[config.mk]
export PLATFORM = sky130hd
export DESIGN_NAME = link_bist_engine
export DESIGN_NICKNAME = d
export VERILOG_FILES = /design/src/link_bist_engine.v
export VERILOG_INCLUDE_DIRS = /design/src
export SDC_FILE = /design/constraint.sdc
export NUM_CORES = 1
export LEC_CHECK = 0
export ABC_AREA = 1
export BUFFER_PORTS_ARGS = -buffer_cell sky130_fd_sc_hd__buf_4
export CELL_PAD_IN_SITES_DETAIL_PLACEMENT = 1
export CELL_PAD_IN_SITES_GLOBAL_PLACEMENT = 2
export CORE_MARGIN = 2
export CORE_UTILIZATION = 35
export CTS_CLUSTER_SIZE = 28
export DETAILED_ROUTE_END_ITERATION = 10
export PLACE_DENSITY_LB_ADDON = 0.25
export REMOVE_ABC_BUFFERS = 1
export SYNTH_ARGS = -nofsm -noshare
export SYNTH_HDL_FRONTEND = slang
export SYNTH_SLANG_ARGS = --single-unit
[constraint.sdc]
create_clock -name aclk -period 4.8 [get_ports aclk]
set_input_delay 0.48 -clock aclk [delete_from_list [all_inputs] [get_ports aclk]]
set_output_delay 0.48 -clock aclk [all_outputs]
set_load 0.02 [all_outputs]
[src/link_bist_map.vh]
`ifndef LINK_BIST_MAP_VH
`define LINK_BIST_MAP_VH

// ------------------------------------------------------------------
// Register byte offsets
// ------------------------------------------------------------------
`define OFF_SELF_TEST_CONTROL 8'h00
`define OFF_PATTERN_SEQ_CTRL 8'h04
`define OFF_BUF_ONE_LOW 8'h08
`define OFF_LANE_MASK 8'h0C
`define OFF_LANE_INVERT 8'h10
`define OFF_BUF_TWO_LOW 8'h14
`define OFF_LANE_BUF_TWO 8'h18
`define OFF_BUF_UPPER 8'h1C
`define OFF_LANE_SCRAMBLE 8'h20
`define OFF_LANE_ERROR 8'h24

// ------------------------------------------------------------------
// Field positions
// ------------------------------------------------------------------
`define ORDER_MSB 2
`define ORDER_LSB 0
`define BUF_CNT_MSB 9
`define BUF_CNT_LSB 3
`define TOG_SEL_MSB 12
`define TOG_SEL_LSB 10
`define TOG_CNT_MSB 19
`define TOG_CNT_LSB 13
`define CONST_VAL_BIT 20
`define CONST_LEN_MSB 25
`define CONST_LEN_LSB 21
`define SEQ_CTRL_MSB 25
`define RUN_BIT 0
`define ROT_EN_BIT 5
`define WIDTH_BIT 31
`define LANES 18
`define BUF_LOW_MSB 23

// ------------------------------------------------------------------
// Reset values and constants
// ------------------------------------------------------------------
`define LANE_MASK_RESET 18'h3FFFF
`define BUF_ONE_RESET 40'h0000000000
`define BUF_TWO_RESET 40'h0000000000
`define ENGINE_WIDTH_16 1'b1
`define BUF_BITS 6'h28
`define UNIT_BITS 6'h18
`define LFSR_SEED 15'h7FFF
`define SRC_BUF 2'h0
`define SRC_TOG 2'h1
`define SRC_CONST 2'h2
`define SRC_NONE 2'h3
`define RESP_OKAY 2'h0
`define RESP_SLVERR 2'h2

`endif

[src/link_bist_engine.v]
// Implementation choices: the register offsets and register access over AXI4-Lite.
`timescale 1ns/10ps
`include "link_bist_map.vh"
// Overview of operation
// - Order field picks six source sequences
// - Buffer repeats 0 to 127 per loop
// - Toggle select picks L/2 to L/24
// - Toggle pattern repeats 0 to 127
// - Constant bit drives zeros or ones
// - Constant length in 24-bit units
// - Buffer low registers hold bits 23:0
// - Shared register holds both buffers' 39:24
// - Common lane bit map; mask resets active
// - Masked lanes send zeros before scrambling, unchecked
// - Inversion bit inverts lane both ways
// - Rotate inversion left at loop end
// - Select bit chooses buffer two
// - Scramble bit scrambles and descrambles lane
// - Error flags per lane, write zeros clears
// - Reset values of all registers
// - Rotate enable bit in control register
// - Width bit reads 16-bit engine
module link_bist_engine (
	// Clock, reset and enable
	input wire aclk,
	input wire aresetn,
	input wire clk_en,
	// AXI4-Lite write
	input wire [7:0] s_axi_awaddr,
	input wire s_axi_awvalid,
	output reg s_axi_awready,
	input wire [31:0] s_axi_wdata,
	input wire [3:0] s_axi_wstrb,
	input wire s_axi_wvalid,
	output reg s_axi_wready,
	output reg [1:0] s_axi_bresp,
	output reg s_axi_bvalid,
	input wire s_axi_bready,
	// AXI4-Lite read
	input wire [7:0] s_axi_araddr,
	input wire s_axi_arvalid,
	output reg s_axi_arready,
	output reg [31:0] s_axi_rdata,
	output reg [1:0] s_axi_rresp,
	output reg s_axi_rvalid,
	input wire s_axi_rready,
	// Link side
	input wire link_clk,
	input wire [17:0] rx_lane,
	output reg [17:0] tx_lane,
	output reg engine_active
);

	// ------------------------------------------------------------------
	// Functions
	// ------------------------------------------------------------------
	function [31:0] merge_bytes;
		input [31:0] old_val;
		input [31:0] new_val;
		input [3:0] strb;
		integer b;
		begin
			merge_bytes = old_val;
			for (b = 0; b < 4; b = b + 1) begin
				if (strb[b])
					merge_bytes[b*8 +: 8] = new_val[b*8 +: 8];
			end
		end
	endfunction

	function [1:0] source_at;
		input [2:0] order;
		input [1:0] step;
		begin
			case ({order, step})
				5'h00, 5'h04, 5'h09, 5'h0E: source_at = `SRC_BUF;
				5'h01, 5'h06, 5'h08, 5'h0C: source_at = `SRC_TOG;
				5'h02, 5'h05, 5'h0A, 5'h0D, 5'h10: source_at = `SRC_CONST;
				5'h11: source_at = `SRC_BUF;
				5'h12: source_at = `SRC_TOG;
				5'h14: source_at = `SRC_CONST;
				5'h15: source_at = `SRC_TOG;
				5'h16: source_at = `SRC_BUF;
				default: source_at = `SRC_NONE;
			endcase
		end
	endfunction

	function toggle_bit;
		input [2:0] sel;
		input [5:0] pos;
		begin
			case (sel)
				3'h1: toggle_bit = pos[0];
				3'h2: toggle_bit = pos[1];
				3'h3: toggle_bit = ((pos % 6'h06) >= 6'h03);
				3'h4: toggle_bit = pos[2];
				3'h6: toggle_bit = (pos >= 6'h0C);
				default: toggle_bit = 1'b0;
			endcase
		end
	endfunction

	function toggle_valid;
		input [2:0] sel;
		begin
			case (sel)
				3'h1, 3'h2, 3'h3, 3'h4, 3'h6: toggle_valid = 1'b1;
				default: toggle_valid = 1'b0;
			endcase
		end
	endfunction

	// ------------------------------------------------------------------
	// Registers
	// ------------------------------------------------------------------
	reg run_reg;
	reg rot_en_reg;
	reg [25:0] seq_ctrl_reg;
	reg [39:0] buf_one_reg;
	reg [39:0] buf_two_reg;
	reg [17:0] mask_reg;
	reg [17:0] invert_reg;
	reg [17:0] buf_sel_reg;
	reg [17:0] scramble_reg;
	reg [17:0] error_reg;
	reg aw_held_reg;
	reg w_held_reg;
	reg [7:0] awaddr_reg;
	reg [31:0] wdata_reg;
	reg [3:0] wstrb_reg;
	wire [2:0] order = seq_ctrl_reg[`ORDER_MSB:`ORDER_LSB];
	wire [6:0] buf_cnt = seq_ctrl_reg[`BUF_CNT_MSB:`BUF_CNT_LSB];
	wire [2:0] tog_sel = seq_ctrl_reg[`TOG_SEL_MSB:`TOG_SEL_LSB];
	wire [6:0] tog_cnt = seq_ctrl_reg[`TOG_CNT_MSB:`TOG_CNT_LSB];
	wire const_val = seq_ctrl_reg[`CONST_VAL_BIT];
	wire [4:0] const_len = seq_ctrl_reg[`CONST_LEN_MSB:`CONST_LEN_LSB];
	// ------------------------------------------------------------------
	// Link clock and receive synchronisers
	// ------------------------------------------------------------------
	reg lclk_s1_reg;
	reg lclk_s2_reg;
	reg lclk_s3_reg;
	reg [17:0] rx_s1_reg;
	reg [17:0] rx_s2_reg;
	wire bit_tick = lclk_s2_reg & ~lclk_s3_reg;

	always @(posedge aclk) begin
		if (!aresetn) begin
			lclk_s1_reg <= 1'b0;
			lclk_s2_reg <= 1'b0;
			lclk_s3_reg <= 1'b0;
			rx_s1_reg <= 18'h00000;
			rx_s2_reg <= 18'h00000;
		end else if (clk_en) begin
			lclk_s1_reg <= link_clk;
			lclk_s2_reg <= lclk_s1_reg;
			lclk_s3_reg <= lclk_s2_reg;
			rx_s1_reg <= rx_lane;
			rx_s2_reg <= rx_s1_reg;
		end
	end

	// ------------------------------------------------------------------
	// Sequencer
	// ------------------------------------------------------------------
	reg [1:0] step_reg;
	reg [5:0] pos_reg;
	reg [6:0] rep_reg;
	reg [14:0] lfsr_reg;
	reg loop_sent_reg;
	reg [1:0] cur_src;
	reg [6:0] cur_reps;
	reg [5:0] cur_unit;
	reg [17:0] expect_lanes;
	reg pat_bit;
	integer i;
	always @* begin
		cur_src = source_at(order, step_reg);
		cur_reps = 7'h00;
		cur_unit = `UNIT_BITS;
		case (cur_src)
			`SRC_BUF: begin
				cur_reps = buf_cnt;
				cur_unit = `BUF_BITS;
			end
			`SRC_TOG: cur_reps = toggle_valid(tog_sel) ? tog_cnt : 7'h00;
			`SRC_CONST: cur_reps = {2'h0, const_len};
			default: cur_reps = 7'h00;
		endcase
		expect_lanes = 18'h00000;
		pat_bit = 1'b0;
		for (i = 0; i < `LANES; i = i + 1) begin
			case (cur_src)
				`SRC_BUF: pat_bit = buf_sel_reg[i] ? buf_two_reg[pos_reg] :
					buf_one_reg[pos_reg];
				`SRC_TOG: pat_bit = toggle_bit(tog_sel, pos_reg);
				`SRC_CONST: pat_bit = const_val;
				default: pat_bit = 1'b0;
			endcase
			// Masked lanes carry zero before scrambling
			expect_lanes[i] = (mask_reg[i] & (pat_bit ^ invert_reg[i])) ^
				(scramble_reg[i] & lfsr_reg[i % 15]);
		end
	end
	wire src_empty = (cur_reps == 7'h00);
	wire unit_end = (pos_reg == cur_unit - 6'h01);
	wire rep_end = (rep_reg == cur_reps - 7'h01);
	wire step_done = src_empty | (bit_tick & unit_end & rep_end);
	wire loop_end = run_reg & step_done & (step_reg == 2'h2);
	// Idle loops with nothing sent never rotate, so reserved settings are harmless
	wire rotate_now = loop_end & rot_en_reg & (loop_sent_reg | bit_tick & ~src_empty);
	always @(posedge aclk) begin
		if (!aresetn) begin
			step_reg <= 2'h0;
			pos_reg <= 6'h00;
			rep_reg <= 7'h00;
			lfsr_reg <= `LFSR_SEED;
			loop_sent_reg <= 1'b0;
			tx_lane <= 18'h00000;
			engine_active <= 1'b0;
		end else if (clk_en) begin
			engine_active <= run_reg;
			if (!run_reg) begin
				step_reg <= 2'h0;
				pos_reg <= 6'h00;
				rep_reg <= 7'h00;
				lfsr_reg <= `LFSR_SEED;
				loop_sent_reg <= 1'b0;
				tx_lane <= 18'h00000;
			end else begin
				if (bit_tick & ~src_empty) begin
					tx_lane <= expect_lanes;
					lfsr_reg <= {lfsr_reg[13:0], lfsr_reg[14] ^ lfsr_reg[13]};
					loop_sent_reg <= 1'b1;
					pos_reg <= unit_end ? 6'h00 : pos_reg + 6'h01;
					if (unit_end)
						rep_reg <= rep_end ? 7'h00 : rep_reg + 7'h01;
				end
				if (step_done) begin
					pos_reg <= 6'h00;
					rep_reg <= 7'h00;
					if (step_reg == 2'h2) begin
						step_reg <= 2'h0;
						loop_sent_reg <= 1'b0;
					end else begin
						step_reg <= step_reg + 2'h1;
					end
				end
			end
		end
	end

	// ------------------------------------------------------------------
	// Receive checker
	// ------------------------------------------------------------------
	wire [17:0] rx_fail = (run_reg & bit_tick & ~src_empty) ?
		(mask_reg & (rx_s2_reg ^ expect_lanes)) : 18'h00000;

	// ------------------------------------------------------------------
	// AXI4-Lite slave
	// ------------------------------------------------------------------
	wire aw_take = s_axi_awvalid & s_axi_awready;
	wire w_take = s_axi_wvalid & s_axi_wready;
	wire do_write = aw_held_reg & w_held_reg & ~s_axi_bvalid;
	wire ar_take = s_axi_arvalid & s_axi_arready;
	wire [31:0] wr_val = wdata_reg;
	reg wr_hit;
	reg [31:0] rd_val;
	reg rd_hit;
	always @* begin
		case (awaddr_reg)
			`OFF_SELF_TEST_CONTROL, `OFF_PATTERN_SEQ_CTRL, `OFF_BUF_ONE_LOW,
			`OFF_LANE_MASK, `OFF_LANE_INVERT, `OFF_BUF_TWO_LOW, `OFF_LANE_BUF_TWO,
			`OFF_BUF_UPPER, `OFF_LANE_SCRAMBLE, `OFF_LANE_ERROR: wr_hit = 1'b1;
			default: wr_hit = 1'b0;
		endcase
	end
	always @* begin
		rd_hit = 1'b1;
		rd_val = 32'h00000000;
		case (s_axi_araddr)
			`OFF_SELF_TEST_CONTROL: begin
				rd_val[`WIDTH_BIT] = `ENGINE_WIDTH_16;
				rd_val[`ROT_EN_BIT] = rot_en_reg;
				rd_val[`RUN_BIT] = run_reg;
			end
			`OFF_PATTERN_SEQ_CTRL: rd_val = {6'h00, seq_ctrl_reg};
			`OFF_BUF_ONE_LOW: rd_val = {8'h00, buf_one_reg[23:0]};
			`OFF_LANE_MASK: rd_val = {14'h0000, mask_reg};
			`OFF_LANE_INVERT: rd_val = {14'h0000, invert_reg};
			`OFF_BUF_TWO_LOW: rd_val = {8'h00, buf_two_reg[23:0]};
			`OFF_LANE_BUF_TWO: rd_val = {14'h0000, buf_sel_reg};
			`OFF_BUF_UPPER: rd_val = {buf_two_reg[39:24], buf_one_reg[39:24]};
			`OFF_LANE_SCRAMBLE: rd_val = {14'h0000, scramble_reg};
			`OFF_LANE_ERROR: rd_val = {14'h0000, error_reg};
			default: rd_hit = 1'b0;
		endcase
	end
	wire [31:0] m_ctrl = merge_bytes({26'h0000000, rot_en_reg, 4'h0, run_reg}, wr_val, wstrb_reg);
	wire [31:0] m_seq = merge_bytes({6'h00, seq_ctrl_reg}, wr_val, wstrb_reg);
	wire [31:0] m_b1 = merge_bytes({8'h00, buf_one_reg[23:0]}, wr_val, wstrb_reg);
	wire [31:0] m_b2 = merge_bytes({8'h00, buf_two_reg[23:0]}, wr_val, wstrb_reg);
	wire [31:0] m_up = merge_bytes({buf_two_reg[39:24], buf_one_reg[39:24]}, wr_val, wstrb_reg);
	wire [31:0] m_mask = merge_bytes({14'h0000, mask_reg}, wr_val, wstrb_reg);
	wire [31:0] m_inv = merge_bytes({14'h0000, invert_reg}, wr_val, wstrb_reg);
	wire [31:0] m_sel = merge_bytes({14'h0000, buf_sel_reg}, wr_val, wstrb_reg);
	wire [31:0] m_scr = merge_bytes({14'h0000, scramble_reg}, wr_val, wstrb_reg);
	wire [31:0] m_err = merge_bytes({14'h0000, error_reg}, wr_val, wstrb_reg);
	wire wr_inv = do_write & (awaddr_reg == `OFF_LANE_INVERT);
	wire wr_err = do_write & (awaddr_reg == `OFF_LANE_ERROR);
	always @(posedge aclk) begin
		if (!aresetn) begin
			s_axi_awready <= 1'b1;
			s_axi_wready <= 1'b1;
			s_axi_bvalid <= 1'b0;
			s_axi_bresp <= `RESP_OKAY;
			s_axi_arready <= 1'b1;
			s_axi_rvalid <= 1'b0;
			s_axi_rresp <= `RESP_OKAY;
			s_axi_rdata <= 32'h00000000;
			aw_held_reg <= 1'b0;
			w_held_reg <= 1'b0;
			awaddr_reg <= 8'h00;
			wdata_reg <= 32'h00000000;
			wstrb_reg <= 4'h0;
			run_reg <= 1'b0;
			rot_en_reg <= 1'b0;
			seq_ctrl_reg <= 26'h0000000;
			buf_one_reg <= `BUF_ONE_RESET;
			buf_two_reg <= `BUF_TWO_RESET;
			mask_reg <= `LANE_MASK_RESET;
			invert_reg <= 18'h00000;
			buf_sel_reg <= 18'h00000;
			scramble_reg <= 18'h00000;
			error_reg <= 18'h00000;
		end else if (clk_en) begin
			if (aw_take) begin
				aw_held_reg <= 1'b1;
				awaddr_reg <= {s_axi_awaddr[7:2], 2'h0};
				s_axi_awready <= 1'b0;
			end
			if (w_take) begin
				w_held_reg <= 1'b1;
				wdata_reg <= s_axi_wdata;
				wstrb_reg <= s_axi_wstrb;
				s_axi_wready <= 1'b0;
			end
			if (do_write) begin
				aw_held_reg <= 1'b0;
				w_held_reg <= 1'b0;
				s_axi_bvalid <= 1'b1;
				s_axi_bresp <= wr_hit ? `RESP_OKAY : `RESP_SLVERR;
				case (awaddr_reg)
					`OFF_SELF_TEST_CONTROL: begin
						run_reg <= m_ctrl[`RUN_BIT];
						rot_en_reg <= m_ctrl[`ROT_EN_BIT];
					end
					`OFF_PATTERN_SEQ_CTRL: seq_ctrl_reg <= m_seq[`SEQ_CTRL_MSB:0];
					`OFF_BUF_ONE_LOW: buf_one_reg[23:0] <= m_b1[`BUF_LOW_MSB:0];
					`OFF_BUF_TWO_LOW: buf_two_reg[23:0] <= m_b2[`BUF_LOW_MSB:0];
					`OFF_BUF_UPPER: begin
						buf_two_reg[39:24] <= m_up[31:16];
						buf_one_reg[39:24] <= m_up[15:0];
					end
					`OFF_LANE_MASK: mask_reg <= m_mask[17:0];
					`OFF_LANE_BUF_TWO: buf_sel_reg <= m_sel[17:0];
					`OFF_LANE_SCRAMBLE: scramble_reg <= m_scr[17:0];
					default: ;
				endcase
			end
			if (s_axi_bvalid & s_axi_bready) begin
				s_axi_bvalid <= 1'b0;
				s_axi_awready <= 1'b1;
				s_axi_wready <= 1'b1;
			end
			if (ar_take) begin
				s_axi_arready <= 1'b0;
				s_axi_rvalid <= 1'b1;
				s_axi_rdata <= rd_val;
				s_axi_rresp <= rd_hit ? `RESP_OKAY : `RESP_SLVERR;
			end else if (s_axi_rvalid & s_axi_rready) begin
				s_axi_rvalid <= 1'b0;
				s_axi_arready <= 1'b1;
			end
			// A software write wins over rotation in the same cycle
			if (wr_inv)
				invert_reg <= m_inv[17:0];
			else if (rotate_now)
				invert_reg <= {invert_reg[16:0], invert_reg[17]};
			// New failures win over a clearing write
			error_reg <= (wr_err ? m_err[17:0] & error_reg : error_reg) | rx_fail;
		end
	end

endmodule // link_bist_engine

==> impl_metrics.toml <==
[timing]
period_share = 0.868
rsz0062_at_grt = "no"
worstMarginPinSlew_ns = 1.02
relSlewSlack = 0.312
setup_viol = 0
fin_tns_setup_ns = 0
clock_skew_ns = 0.0221
timing.fmax_ghz = 0.240
final-hold-violation-count = 0
fin_hold_ws_ns = 0.108
finalWorstSetupSlack_ns = 0.633
period_needed_ns = 4.17
slew_violations = 0

[clocking]
cts_tree = "done"
postCtsHoldBufs = 0
insertion_delay_ns = 0.60
clk_path_buf_depth = 3
postCtsSetupBuffers = 0
cts_resized = 0
clkTransAtPathRegs_ns = 0.06
clock_tree.root_cell = "clkbuf_16"
cts_buffers = 45
htreeDepth = 2
cts.sinks = 370

[route]
drt-total-wl_mm = 76.0
via_count = 18800
first_pass_iters = 5
vias_per_cell = 5.77
wl_per_cell_microns = 23.4
drc = 0
final_antenna_net_count = 0
drt_iter0_markers = 1502

[synthesis]
yosys.area.top_type = "dfxtp_1"
synthAdderAreaFrac = 0.00779
synth_compound_area_frac = 0.236
synth_edf_count = 0
syn_area_per_cell_sq_um = 7.21
synth_top_family_by_area = "compound AO/OA/AOI/OAI gates"
synth-seq-cells = 370
ys_async_sr_fraction = 0
synth.area.mux_share = 0
syn_area_sq_um = 17700
ys_top_cells_by_area = "dfxtp_1 (42%), nand2_1 (8.9%), nand3_1 (7.3%), inv_1 (6.3%), a21oi_1 (6.2%)"
yosysWarnings = 0
ys_types = 46
syn_inst = 2450
seq_area_frac_synth = 0.419
synth_flop_cell = "dfxtp_1"
yosys.area_share.xor_xnor = 0.00276
synth-simple-area-share = 0.235
netlist.area_leader.share = 0.419

[layout]
multiInputGateArea_sq_um = 8570
fin_nets = 2640
layout.cells.non_filler = 3255
synthToLayoutAreaGrowth_pct = 18.2
final_util = 0.418
seq_area_sq_um = 7410
diodes = 0
final_area_sq_um = 20900
fill_cells = 6236
drive_above_1_share = 0.115

[placement]
dp.final_hpwl_mm = 52.8
pre_cts_slack_ns = 0.696
placed_area_sq_um = 19400
gp_congestion = 0.925
portBuffers = 134
dp.cells = 3175

[grt]
grt_pass1_vias = 19100
grt-ovfl-total = 0
grt_start_max_net_pins = 89
antenna_found_initial = 0
grtUsageTotal = 0.286
grt_pass1_wl_mm = 116

[critical_path]
critPathKind = "flip-flop to flip-flop"
slowest_delay_ns = 0.52
crit_fanout = 12
cp_common_cell = "nand2_2"
end_kind = "flip-flop"
cp_cell_sequence = "inv_1, ha_1, nor2_1, nor2_1, nand2_1, nand2_2, nand2_2, nor2_1, a211oi_2, ha_1, nand4_2, nand3_1, nand2_1, nor2_2, nand3_1, nand2_2, nand3_2, nand2_2, buf_4, nand2_4, nand2_1, a21oi_1"
critPathRequiredTime_ns = 5.24
worstPathArrival_ns = 4.61
cp-start-kind = "flip-flop"
slowest_stage = "a211oi_2"

[floorplan]
fp.dieH_microns = 229
fp.dieW_microns = 229
rows = 82
initial_utilization = 0.353
io_pins = 139
core_area_sq_um = 50000
die-area_sq_um = 52300

[run_status]
status = "completed"

[min_path]
min_path_type = "primary input to flip-flop"

[power_and_ir_drop]
peakVddDrop_mv = 0.209
leakagePower_nw = 8.15
finalPower_mw = 6.94
powerDensity_nw_per_um2 = 332

[flow_run]
cap_violations = 0
cells by family after synthesis:
logic type,Yosys count
other,1
AOI/OAI and AO/OA,679
buffers and inverters,452
and+or+nand+nor,933
xor gates and xnor gates,4
DFF,370
adders and majority gates,11
metal layers:
layer	track usage	routed length (microns)	part of all wire
met1	0.379	33200	0.44
met4	0.102	2470	0.032
met2	0.469	35000	0.46
met5	0	0	0
met3	0.0475	5330	0.070
final timing paths:
kind	from	slack [ns]	to	depth (start not counted)
worst min-delay path	rx_lane[2]	0.11	rx_s1_reg[2]$_SDFFE_PN0P_	3
worst max register to register	source_at.step[1]$_SDFFE_PN0P_	0.63	invert_reg[6]$_SDFFE_PN0P_	22
worst max-delay path	source_at.step[1]$_SDFFE_PN0P_	0.63	invert_reg[6]$_SDFFE_PN0P_	22
worst min register to register	wdata_reg[31]$_SDFFE_PN0P_	0.44	wdata_reg[31]$_SDFFE_PN0P_	2
critical path, delay by kind of cell (launching register included):
kind / cells / cell delay [ns]
AOI/OAI and AO/OA: 2 / 0.58
adders and majority gates: 2 / 0.70
buffers and inverters: 2 / 0.37
DFF: 1 / 0.39
and+or+nand+nor: 16 / 1.96
cell type report:
class / instances / area share
Clock buffer: 69 / 0.0660
Inverter: 314 / 0.0567
Multi-Input combinational cell: 1629 / 0.410
Clock inverter: 11 / 0.00318
Timing Repair Buffer: 190 / 0.0689
Tap cell: 672 / 0.0403
Sequential cell: 370 / 0.355
power breakdown:
part           leakage, nW  internal, mW  switching, mW  total, mW
logic                 4.44         0.111          0.288      0.398
clock network        0.710          1.97           1.41       3.38
registers             3.00          3.13         0.0363       3.16
total                 8.15          5.21           1.73       6.94
cells in the mapped netlist (all sizes together), types with 10 or more instances:
cell type / n
o211ai: 36
nor4: 11
a21oi: 219
clkbuf: 114
inv: 304
dfxtp: 370
nor3: 25
nor2: 139
o31ai: 18
o22ai: 69
a221oi: 103
o21ai: 190
nand3: 259
buf: 24
a211oi: 11
o41ai: 10
o221ai: 14
nand4: 70
ha: 11
nand2: 424
clkinv: 10
layout by cell type, fill, tap and decap left out, types with 3 or more instances in the layout:
| cell | Yosys | final |
|---|---|---|
| a221oi_1 | 103 | 103 |
| o21ai_0 | 189 | 189 |
| inv_1 | 298 | 296 |
| nor2_1 | 133 | 133 |
| nand3_1 | 258 | 256 |
| o2111ai_1 | 5 | 5 |
| a211oi_1 | 10 | 10 |
| nand2_2 | 6 | 7 |
| dfxtp_1 | 370 | 370 |
| o41ai_1 | 10 | 10 |
| a31oi_1 | 3 | 3 |
| o211ai_1 | 35 | 35 |
| nand2_1 | 417 | 416 |
| nor3_2 | 0 | 3 |
| o221ai_1 | 14 | 14 |
| a21oi_1 | 218 | 218 |
| nand4_1 | 69 | 69 |
| clkinvlp_4 | 0 | 3 |
| clkbuf_8 | 0 | 12 |
| clkbuf_1 | 114 | 10 |
| clkinv_2 | 0 | 7 |
| clkinv_1 | 10 | 10 |
| clkbuf_16 | 0 | 47 |
| o22ai_1 | 69 | 69 |
| nor3_1 | 24 | 20 |
| nor4_1 | 11 | 10 |
| o31ai_1 | 18 | 18 |
| ha_1 | 11 | 11 |
| nor2_2 | 4 | 4 |
| inv_2 | 6 | 7 |
| xor2_1 | 3 | 3 |
| buf_4 | 4 | 189 |
Power figures use the tool's default switching activity.
